**src/rtl/frt_cap_pkg.sv**
```systemverilog
package frt_cap_pkg;

    // Register byte offsets
    localparam logic [7:0] OFF_CTRL  = 8'h00;
    localparam logic [7:0] OFF_COUNT = 8'h04;
    localparam logic [7:0] OFF_CAPC  = 8'h08;
    localparam logic [7:0] OFF_STAT  = 8'h0C;
    localparam logic [7:0] OFF_CAP0  = 8'h10;
    localparam logic [7:0] OFF_CAP3  = 8'h1C;

    // Fields of timer_control_status_reg
    localparam int CTRL_PSC_LSB   = 0;
    localparam int CTRL_ZERO_BIT  = 2;
    localparam int CTRL_OVF_IE    = 3;
    localparam int CTRL_OVF_XS    = 4;

    // Fields of capture control register
    localparam int CAPC_EDGE_LSB  = 0;
    localparam int CAPC_IE_LSB    = 8;
    localparam int CAPC_XS_LSB    = 12;

    // Fields of status register (write one to clear)
    localparam int STAT_CAP_LSB   = 0;
    localparam int STAT_OVF_BIT   = 4;

    // Reset values
    localparam logic [15:0] CNT_RST  = 16'h0000;
    localparam logic [31:0] WORD_RST = 32'h0000_0000;

    // Prescaler masks: divide by 1, 2, 4, 8; the fastest ratio keeps a full wrap short
    localparam logic [3:0] DIV_MASK0 = 4'h0;
    localparam logic [3:0] DIV_MASK1 = 4'h1;
    localparam logic [3:0] DIV_MASK2 = 4'h3;
    localparam logic [3:0] DIV_MASK3 = 4'h7;

    localparam logic [15:0] CNT_MAX = 16'hFFFF;

    // Edge select codes
    localparam logic [1:0] EDGE_OFF  = 2'b00;
    localparam logic [1:0] EDGE_RISE = 2'b01;
    localparam logic [1:0] EDGE_FALL = 2'b10;
    localparam logic [1:0] EDGE_BOTH = 2'b11;

endpackage

```
**src/rtl/free_run_timer_input_capture.sv**
```systemverilog
// Added by the designer: the APB register port and the placing of the registers.
`timescale 1ns/100ps
`default_nettype none

module free_run_timer_input_capture
    import frt_cap_pkg::*;
#(
    parameter int NCH = 4
)(
    input  wire logic           clk,
    input  wire logic           rst_n,
    input  wire logic           psel,
    input  wire logic           penable,
    input  wire logic           pwrite,
    input  wire logic [7:0]     paddr,
    input  wire logic [31:0]    pwdata,
    output logic     [31:0]     prdata,
    output logic                pready,
    output logic                pslverr,
    input  wire logic [NCH-1:0] cap_pin,
    output logic                ovf_irq,
    output logic                ovf_xfer_req,
    output logic     [NCH-1:0]  cap_irq,
    output logic     [NCH-1:0]  cap_xfer_req
);

    // Register map and flag layout serve four channels only
    if (NCH != 4) begin : g_nch_check
        $error("NCH must be 4");
    end

    typedef struct packed {
        logic [3:0]            pre;
        logic [15:0]           cnt;
        logic [1:0]            psc;
        logic                  ovf_ie;
        logic                  ovf_xs;
        logic                  ovf_f;
        logic [2*NCH-1:0]      edge_sel;
        logic [NCH-1:0]        cap_ie;
        logic [NCH-1:0]        cap_xs;
        logic [NCH-1:0]        cap_f;
        logic [NCH-1:0][15:0]  cap;
        logic [31:0]           rdata;
        logic                  ready;
        logic                  err;
        logic                  ovf_irq;
        logic                  ovf_xfer;
        logic [NCH-1:0]        cap_irq;
        logic [NCH-1:0]        cap_xfer;
    } state_t;

    state_t         st_q;
    state_t         st_d;
    logic [NCH-1:0] hit;
    logic           tick;
    logic           wr_en;
    logic           clr_wr;

    ////////////////////////////////////////////////////////////////////////
    // Prescaler tap for each ratio
    function automatic logic tick_f(input logic [3:0] pre, input logic [1:0] sel);
        logic [3:0] m;
        m = DIV_MASK0;
        case (sel)
            2'd0:    m = DIV_MASK0;
            2'd1:    m = DIV_MASK1;
            2'd2:    m = DIV_MASK2;
            2'd3:    m = DIV_MASK3;
            default: m = DIV_MASK0;
        endcase
        return (pre & m) == m;
    endfunction

    // Address decode: mapped or not
    function automatic logic mapped_f(input logic [7:0] a);
        return (a[1:0] == 2'b00) && (a <= OFF_CAP3);
    endfunction

    // Read mux over the register file
    function automatic logic [31:0] rd_f(input state_t s, input logic [7:0] a);
        logic [31:0] r;
        r = WORD_RST;
        case (a)
            OFF_CTRL: begin
                r[CTRL_PSC_LSB +: 2] = s.psc;
                r[CTRL_OVF_IE]       = s.ovf_ie;
                r[CTRL_OVF_XS]       = s.ovf_xs;
            end
            OFF_COUNT: r[15:0] = s.cnt;
            OFF_CAPC: begin
                r[CAPC_EDGE_LSB +: 2*NCH] = s.edge_sel;
                r[CAPC_IE_LSB +: NCH]     = s.cap_ie;
                r[CAPC_XS_LSB +: NCH]     = s.cap_xs;
            end
            OFF_STAT: begin
                r[STAT_CAP_LSB +: NCH] = s.cap_f;
                r[STAT_OVF_BIT]        = s.ovf_f;
            end
            default: begin
                if (a >= OFF_CAP0 && a <= OFF_CAP3) begin
                    r[15:0] = s.cap[a[3:2]];
                end
            end
        endcase
        return r;
    endfunction

    ////////////////////////////////////////////////////////////////////////
    // One edge detector per capture pin
    for (genvar i = 0; i < NCH; i++) begin : g_ch
        cap_edge_detect u_det (
            .clk      (clk),
            .rst_n    (rst_n),
            .pin      (cap_pin[i]),
            .edge_sel (st_q.edge_sel[2*i +: 2]),
            .hit      (hit[i])
        );
    end

    // Write lands at the access edge where pready is seen high
    assign wr_en  = psel & penable & st_q.ready & pwrite & mapped_f(paddr);
    assign clr_wr = wr_en && (paddr == OFF_CTRL) && pwdata[CTRL_ZERO_BIT];
    assign tick   = tick_f(st_q.pre, st_q.psc);

    ////////////////////////////////////////////////////////////////////////
    // Next state
    always_comb begin
        st_d     = st_q;
        st_d.pre = st_q.pre + 4'd1;

        // Single shared counter; clear beats a tick in the same cycle
        if (clr_wr) begin
            st_d.cnt = CNT_RST;
        end else if (tick) begin
            st_d.cnt = st_q.cnt + 16'd1;
        end

        // Software writes to control registers and write-one-to-clear of the status register
        if (wr_en) begin
            case (paddr)
                OFF_CTRL: begin
                    st_d.psc    = pwdata[CTRL_PSC_LSB +: 2];
                    st_d.ovf_ie = pwdata[CTRL_OVF_IE];
                    st_d.ovf_xs = pwdata[CTRL_OVF_XS];
                end
                OFF_CAPC: begin
                    st_d.edge_sel = pwdata[CAPC_EDGE_LSB +: 2*NCH];
                    st_d.cap_ie   = pwdata[CAPC_IE_LSB +: NCH];
                    st_d.cap_xs   = pwdata[CAPC_XS_LSB +: NCH];
                end
                OFF_STAT: begin
                    st_d.cap_f = st_q.cap_f & ~pwdata[STAT_CAP_LSB +: NCH];
                    st_d.ovf_f = st_q.ovf_f & ~pwdata[STAT_OVF_BIT];
                end
                default: begin
                end
            endcase
        end

        // Flag sets come after clears so a same-cycle event wins
        if (tick && !clr_wr && st_q.cnt == CNT_MAX) begin
            st_d.ovf_f = 1'b1;
        end
        for (int i = 0; i < NCH; i++) begin
            if (hit[i]) begin
                st_d.cap[i]   = st_q.cnt;
                st_d.cap_f[i] = 1'b1;
            end
        end

        // Each request goes either to the CPU or to the transfer service
        st_d.ovf_irq  = st_d.ovf_f & st_d.ovf_ie & ~st_d.ovf_xs;
        st_d.ovf_xfer = st_d.ovf_f & st_d.ovf_ie & st_d.ovf_xs;
        st_d.cap_irq  = st_d.cap_f & st_d.cap_ie & ~st_d.cap_xs;
        st_d.cap_xfer = st_d.cap_f & st_d.cap_ie & st_d.cap_xs;

        // Answer prepared in setup so outputs come straight from flops;
        // read data is therefore the value one cycle before the access edge
        st_d.ready = psel & ~penable;
        st_d.err   = psel & ~penable & ~mapped_f(paddr);
        if (psel && !penable) begin
            st_d.rdata = mapped_f(paddr) ? rd_f(st_q, paddr) : WORD_RST;
        end
    end

    always_ff @(posedge clk or negedge rst_n) begin
        if (!rst_n) begin
            st_q <= '0;
        end else begin
            st_q <= st_d;
        end
    end

    assign prdata       = st_q.rdata;
    assign pready       = st_q.ready;
    assign pslverr      = st_q.err;
    assign ovf_irq      = st_q.ovf_irq;
    assign ovf_xfer_req = st_q.ovf_xfer;
    assign cap_irq      = st_q.cap_irq;
    assign cap_xfer_req = st_q.cap_xfer;

    ////////////////////////////////////////////////////////////////////////
    // Software clears that the sticky-flag checks must allow for
    logic ovf_w1c;
    logic cap3_w1c;
    assign ovf_w1c  = wr_en && (paddr == OFF_STAT) && pwdata[STAT_OVF_BIT];
    assign cap3_w1c = wr_en && (paddr == OFF_STAT) && pwdata[STAT_CAP_LSB + 3];
endmodule

`default_nettype wire

```
**src/rtl/cap_edge_detect.sv**
```systemverilog
`timescale 1ns/100ps
`default_nettype none

module cap_edge_detect
    import frt_cap_pkg::*;
(
    input  wire logic       clk,
    input  wire logic       rst_n,
    input  wire logic       pin,
    input  wire logic [1:0] edge_sel,
    output logic            hit
);

    typedef struct packed {
        logic s1;
        logic s2;
        logic s3;
        logic hit;
    } det_t;

    det_t st_q;
    det_t st_d;

    ////////////////////////////////////////////////////////////////////////
    // Pin is asynchronous: s1 feeds only s2; edges are judged on s2 vs s3
    always_comb begin
        st_d     = st_q;
        st_d.s1  = pin;
        st_d.s2  = st_q.s1;
        st_d.s3  = st_q.s2;
        case (edge_sel)
            EDGE_RISE: st_d.hit = st_q.s2 & ~st_q.s3;
            EDGE_FALL: st_d.hit = ~st_q.s2 & st_q.s3;
            EDGE_BOTH: st_d.hit = st_q.s2 ^ st_q.s3;
            default:   st_d.hit = 1'b0;
        endcase
    end

    always_ff @(posedge clk or negedge rst_n) begin
        if (!rst_n) begin
            st_q <= '0;
        end else begin
            st_q <= st_d;
        end
    end

    assign hit = st_q.hit;

endmodule

`default_nettype wire

```
**config.mk**
```make
export PLATFORM = sky130hd
export DESIGN_NAME = free_run_timer_input_capture
export DESIGN_NICKNAME = d
export VERILOG_FILES = /design/src/rtl/frt_cap_pkg.sv /design/src/rtl/free_run_timer_input_capture.sv /design/src/rtl/cap_edge_detect.sv
export SDC_FILE = /design/constraint.sdc
export NUM_CORES = 1
export LEC_CHECK = 0
export ABC_AREA = 1
export BUFFER_PORTS_ARGS = -buffer_cell sky130_fd_sc_hd__clkbuf_2
export CAP_MARGIN = 20
export CORE_MARGIN = 1
export CORE_UTILIZATION = 32
export DETAILED_ROUTE_END_ITERATION = 10
export HOLD_SLACK_MARGIN = 0.03
export SLEW_MARGIN = 20
export SYNTH_ARGS = -nofsm -noshare
export SYNTH_HDL_FRONTEND = slang
export SYNTH_SLANG_ARGS = --single-unit
```
**constraint.sdc**
```tcl
create_clock -name clk -period 3 [get_ports clk]
set_clock_uncertainty 0.15 [all_clocks]
set_input_delay 0.15 -clock clk [delete_from_list [all_inputs] [get_ports clk]]
set_output_delay 0.15 -clock clk [all_outputs]
set_load 0.02 [all_outputs]
```
Word level (Yosys, flattened, before mapping)
Cells that the tools add are included.
{ "totals": {"elab_cells": 144, "inputBits": 49, "register_bits": 169, "out_inout_bits": 44} }
{ "op_classes": {"bitwise_logic": 41, "addsub": 2, "muxes": 25, "reduce_logical": 16, "n_lt_le_gt_ge": 3, "eq_ne": 20} }
{ "op_table": {"columns": ["operator", "n"], "rows": [
  ["16-bit 2-to-1 mux", 6],
  ["11-bit one-hot mux with 3 select lines", 1],
  ["16-bit binary-select mux with 2-bit select", 1],
  ["23-bit 2-to-1 mux", 1],
  ["4-bit AND", 5],
  ["2-bit equality test, second input constant", 10],
  ["1-bit AND", 18],
  ["16-bit by 1-bit adder with 16-bit output, second input constant", 1],
  ["16-bit equality test, second input constant", 1],
  ["8-bit by 4-bit equality test with 1-bit output, second input constant", 2],
  ["2-bit one-hot mux with 4 select lines", 2],
  ["4-bit one-hot mux with 4 select lines", 1],
  ["1-bit NOT", 12],
  ["1-bit one-hot mux with 3 select lines", 4],
  ["2-bit by 1-bit equality test with 1-bit output, second input constant", 5],
  ["8-bit by 3-bit equality test with 1-bit output, second input constant", 1],
  ["8-bit by 5-bit >= comparator with 1-bit output, second input constant", 1],
  ["8-bit by 5-bit <= comparator with 1-bit output, second input constant", 1],
  ["8-bit logical NOT", 1],
  ["4-bit NOT", 2],
  ["1-bit logical AND", 7],
  ["1-bit 2-to-1 mux", 6],
  ["4-bit by 1-bit adder with 4-bit output, second input constant", 1],
  ["4-bit equality test", 1],
  ["other kinds (10)", 16]
]} }

Logic depth before layout (Yosys ltp)
{ "depth": {"depth_word": 12, "mapped_depth": 10, "depth_no_buf": 9} }

By module
From an unflattened synthesis, not the netlist that was laid out.
{ "unflattened": {"hier_cells": 876, "hier_area_um2": 7249.5} }
{ "by_module_without_submodules": {"columns": ["mod", "cells_each", "instances", "area_per_inst_um2"], "rows": [
  ["free_run_timer_input_capture", 816, 1, 6593.8],
  ["cap_edge_detect", 15, 4, 163.9]
]} }

Worst setup path after synthesis
Ideal clock, no wire load.
{ "synth_path": {"path_type": "register to register", "startpoint": "reg st_q, in the netlist pready", "endpoint": "reg st_q[125] (netlist name)", "setup_ns": 0.125, "t_arrival_ns": 1.364, "path_slack_ns": 1.361, "stages_incl_launch_ff": 8, "path_cell_list": "dfrtp_1 nand2_1 inv_1 nand2_1 nor2_8 nand2_4 buf_6 mux2_4"} }
{ "synth_between": {"elab_chain_len": 4} }
{ "synth_rtl": {"columns": ["item", "line", "text"], "rows": [
  ["start: declaration", "free_run_timer_input_capture.sv:53", "state_t st_q;"],
  ["start signal: assignment", "free_run_timer_input_capture.sv:191", "st_q <= st_d;"],
  ["1-bit AND (3 in series)", "free_run_timer_input_capture.sv:122", "assign wr_en = psel & penable & st_q.ready & pwrite & mapped_f(paddr);"],
  ["2-bit AND reduction (no source line)", null, null]
]} }
Every way passes these cells.
A chain may end at the register's enable or synchronous reset.

Worst setup path after layout
{ "layout_path": {"startpoint": "in paddr[6]", "endpoint": "reg st_q, in the netlist prdata[15]"} }
{ "layout_between": {"elab_chain_len": 5} }
{ "layout_rtl": {"columns": ["item", "line", "text"], "rows": [
  ["start: declaration", "free_run_timer_input_capture.sv:15", "input wire logic [7:0] paddr,"],
  ["8-bit by 5-bit >= comparator with 1-bit output or 8-bit by 5-bit <= comparator with 1-bit output (tied branches)", "free_run_timer_input_capture.sv:101, free_run_timer_input_capture.sv:77", null],
  ["1-bit logical AND", "free_run_timer_input_capture.sv:101", "if (a >= OFF_CAP0 && a <= OFF_CAP3) begin"],
  ["16-bit 2-to-1 mux", "free_run_timer_input_capture.sv:101", null],
  ["11-bit one-hot mux with 3 select lines", "free_run_timer_input_capture.sv:84", "case (a)"],
  ["16-bit 2-to-1 mux (*)", "free_run_timer_input_capture.sv:183", "st_d.rdata = mapped_f(paddr) ? rd_f(st_q, paddr) : WORD_RST;"]
]} }
Every way passes the cells marked *; elsewhere a longest branch is shown, timed or not.

==> out/results.tsv <==
metric	value	unit
layout net count	974	
Syn Inst Count	854	
reg2reg end	st_q[142]	
failing checks	DRC	
PortBufs	60	
Peak Freq	382.8	MHz
Synth Flop Type	dfrtp_1	
first-pass GRT wire length	30420	microns
crit path cell chain	dlygate4sd3_1, clkbuf_2, nor2_1, dlygate4sd3_1, nand2_1, nor2_1, nand2_1, inv_1, o21ai_0, o21ai_1	
die area	23160	sq um
Worst R2R Path Depth	7	
post-route insts no fill	1208	
Avg WL per Cell	15.56	microns
cell taking the most area after synthesis	dfrtp_1	
routability cong.	0.9027	
setup tns final	0	ps
clk buf depth	2	
instance count on the critical path	10	
Iter 0 DRT Violations	510	
Rel. slew slack	0.4881	
r2r setup slk	990	ps
Clock Tree Root	clkbuf_16	
Yosys top cell area share	0.5269	
post-CTS setup buffer count	0	
commonest non-fill, non-tap cell in the layout	nand2_1	
grt ovf	0	
CORE AREA	21960	sq um
Die X	152.2	microns
Post-synth EDFFs	0	
Worst Tran Pin Value	765.9	ps
Num CTS Buffers	17	
buffers plus inverters on the worst setup path	4	
vias post-DR	5814	
delay-heaviest family, CP	buffers and inverters	
GRT Total Usage	0.1708	
Cells after DPL	1149	
Die Y	152.2	microns
Max Fanout on Critical Path	11	
Antenna diodes	0	
Worst Path Arrival	2810	ps
Power per Cell Area	592.5	nW/um^2
Critical Path Source Type	input pin	
max-capacitance violation count	0	
fin crit period	2613	ps
CP max stage cell	dlygate4sd3_1	
cell area after synthesis	7219	sq um
drt pass-1 iters	8	
CP Class	input pin to register	
r2r startpoint	st_q[131]	
Async SR Flop Fraction	1.000	
required time of the critical path	3200	ps
P_leak	4.147	nW
drt via density	4.813	
worst ir drop on vdd	0.3468	mV
FF+latch count, synth	152	
synth top area cells	dfrtp_1 (53%), nand2_1 (14%), o21ai_0 (5.9%)	
status	finished, violations left	
vias in the first global route	5468	
detailed placement HPWL	12730	microns
Critical Path End Type	register	
I/O pin count	93	
Clock Latency Late Sink	430	ps
most frequent cells in the layout	nand2_1 (260), dfrtp_1 (152), o21ai_0 (85), inv_1 (80), clkbuf_2 (59)	
Core Rows	54	
crit path to	prdata[15]	
largest net degree at the start of global routing	57	
final period utilization	0.8709	
Crit path largest cell delay	570	ps
Final Max Slew Viols	0	
Detailed Route WL	18800	microns
total clock sinks	152	
initial antenna violation count	0	
Hold Crit Class	input pin to register	
Ys Warns	0	
Final ANT Viol Nets	0	
initial core utilization	0.3288	
Layout area overhead	17.31	%
Hold Vio Cnt, Final	0	
Seq/Total Area, Yosys	0.5269	
Yosys cell types	33	
Setup-failing EPs final	0	
minimum hold slack	49.64	ps
RSZ-0062 raised after global routing	no	
mean post-synth cell area	8.454	sq um
CTS tree	yes	
H-tree levels	4	
clock-pin slew on the worst setup and hold paths	60	ps
# DRC	3	
fraction of layout cells with a size suffix above 1	0.1325	
CP startpoint	paddr[6]	
==> logic make-up (layout without fill, tap and decap cells) <==
kind of cell / Yosys count / count (layout) / share of synthesized area
simple gates: 376 / 376 / 0.2163
buf+inv: 154 / 213 / 0.1075
flops: 152 / 152 / 0.5269
compound gates: 148 / 148 / 0.1132
fa+ha+maj: 10 / 10 / 0.01733
xor+xnor: 10 / 10 / 0.01213
mux: 3 / 3 / 0.006239
other cells: 1 / 16 / 0.0005194
==> registers in the layout, indices dropped and copies added, names as in the netlist <==
name / flops
pslverr: 1
st_q: 108
cap_irq: 4
ovf_xfer_req: 1
prdata: 16
pready: 1
g_ch.u_det.hit: 4
g_ch.u_det.st_q: 4
g_ch.u_det.st_d: 8
cap_xfer_req: 4
ovf_irq: 1
==> cells in the mapped netlist (4+ instances only) <==
| cell | count |
|---|---|
| o22ai_1 | 9 |
| inv_1 | 80 |
| a31oi_1 | 4 |
| nor2_1 | 44 |
| a21oi_1 | 25 |
| a22oi_1 | 4 |
| buf_4 | 44 |
| o211ai_1 | 10 |
| buf_2 | 8 |
| dfrtp_1 | 152 |
| o21ai_2 | 4 |
| o21ai_1 | 4 |
| ha_1 | 10 |
| nand3_1 | 53 |
| clkbuf_1 | 15 |
| o21ai_0 | 85 |
| xor2_1 | 10 |
| nand2_1 | 260 |
| nand4_1 | 6 |
==> layout make-up <==
class	count	area [sq um]
multi-input combinational	563	2696
fill	2209	13490
sequential	152	3804
timing repair buffer	97	674.4
clock inverter	12	162.7
clock buffer	20	466.7
tap	280	350.3
inverter	84	315.3
==> routing by layer <==
layer | part of all wire | global-route usage
met1 | 0.45 | 0.2300
met2 | 0.46 | 0.2625
met3 | 0.062 | 0.03896
met4 | 0.028 | 0.07629
met5 | 0 | 0
==> worst min path at each step <==
stage                     startpoint               endpoint  slack [ps]  cells after the start
after global routing        paddr[5]                pslverr         110                      7
after floorplan                rst_n             cap_irq[0]        -300                      0
after CTS                   paddr[5]                pslverr          30                      7
after global placement         rst_n  g_ch[2].u_det.st_q[1]         -90                      1
final                       paddr[5]                pslverr          50                      7
after detailed placement       rst_n  g_ch[2].u_det.st_q[1]         -90                      1
==> worst reg2reg max path, delay by kind of cell (launching register included) <==
family	cells	cell delay [ps]
AO/OA/AOI/OAI	1	150
flip-flops	1	370
AND/OR/NAND/NOR	4	800
buffers and inverters	2	430
==> repair_timing <==
| action | 4_1_cts | 5_1_grt |
|---|---|---|
| hold buffers | 27 | 0 |
| endpoints found under the hold margin | 195 | 0 |
| resized for setup | 0 | 0 |
==> where the power goes <==
| part | internal (mW) | leakage [nW] | switching, mW |
|---|---|---|---|
| logic | 0.167 | 1.79 | 0.348 |
| clock network | 1.39 | 0.304 | 0.898 |
| registers | 2.13 | 2.05 | 0.0866 |
==> metrics by stage <==
step,cell area [sq um],utilization,setup slack [ps],power [mW]
CTS,8469,0.3857,401.2,5.064
detailed placement,7560,0.3443,994.2,2.737
global route,8469,0.3857,205.4,5.237
global placement,7560,0.3443,985.5,2.730
finish,8469,0.3857,387.4,5.018
floorplan,7276,-,1361,2.564
Note: power is estimated with default switching activity, not from simulation.
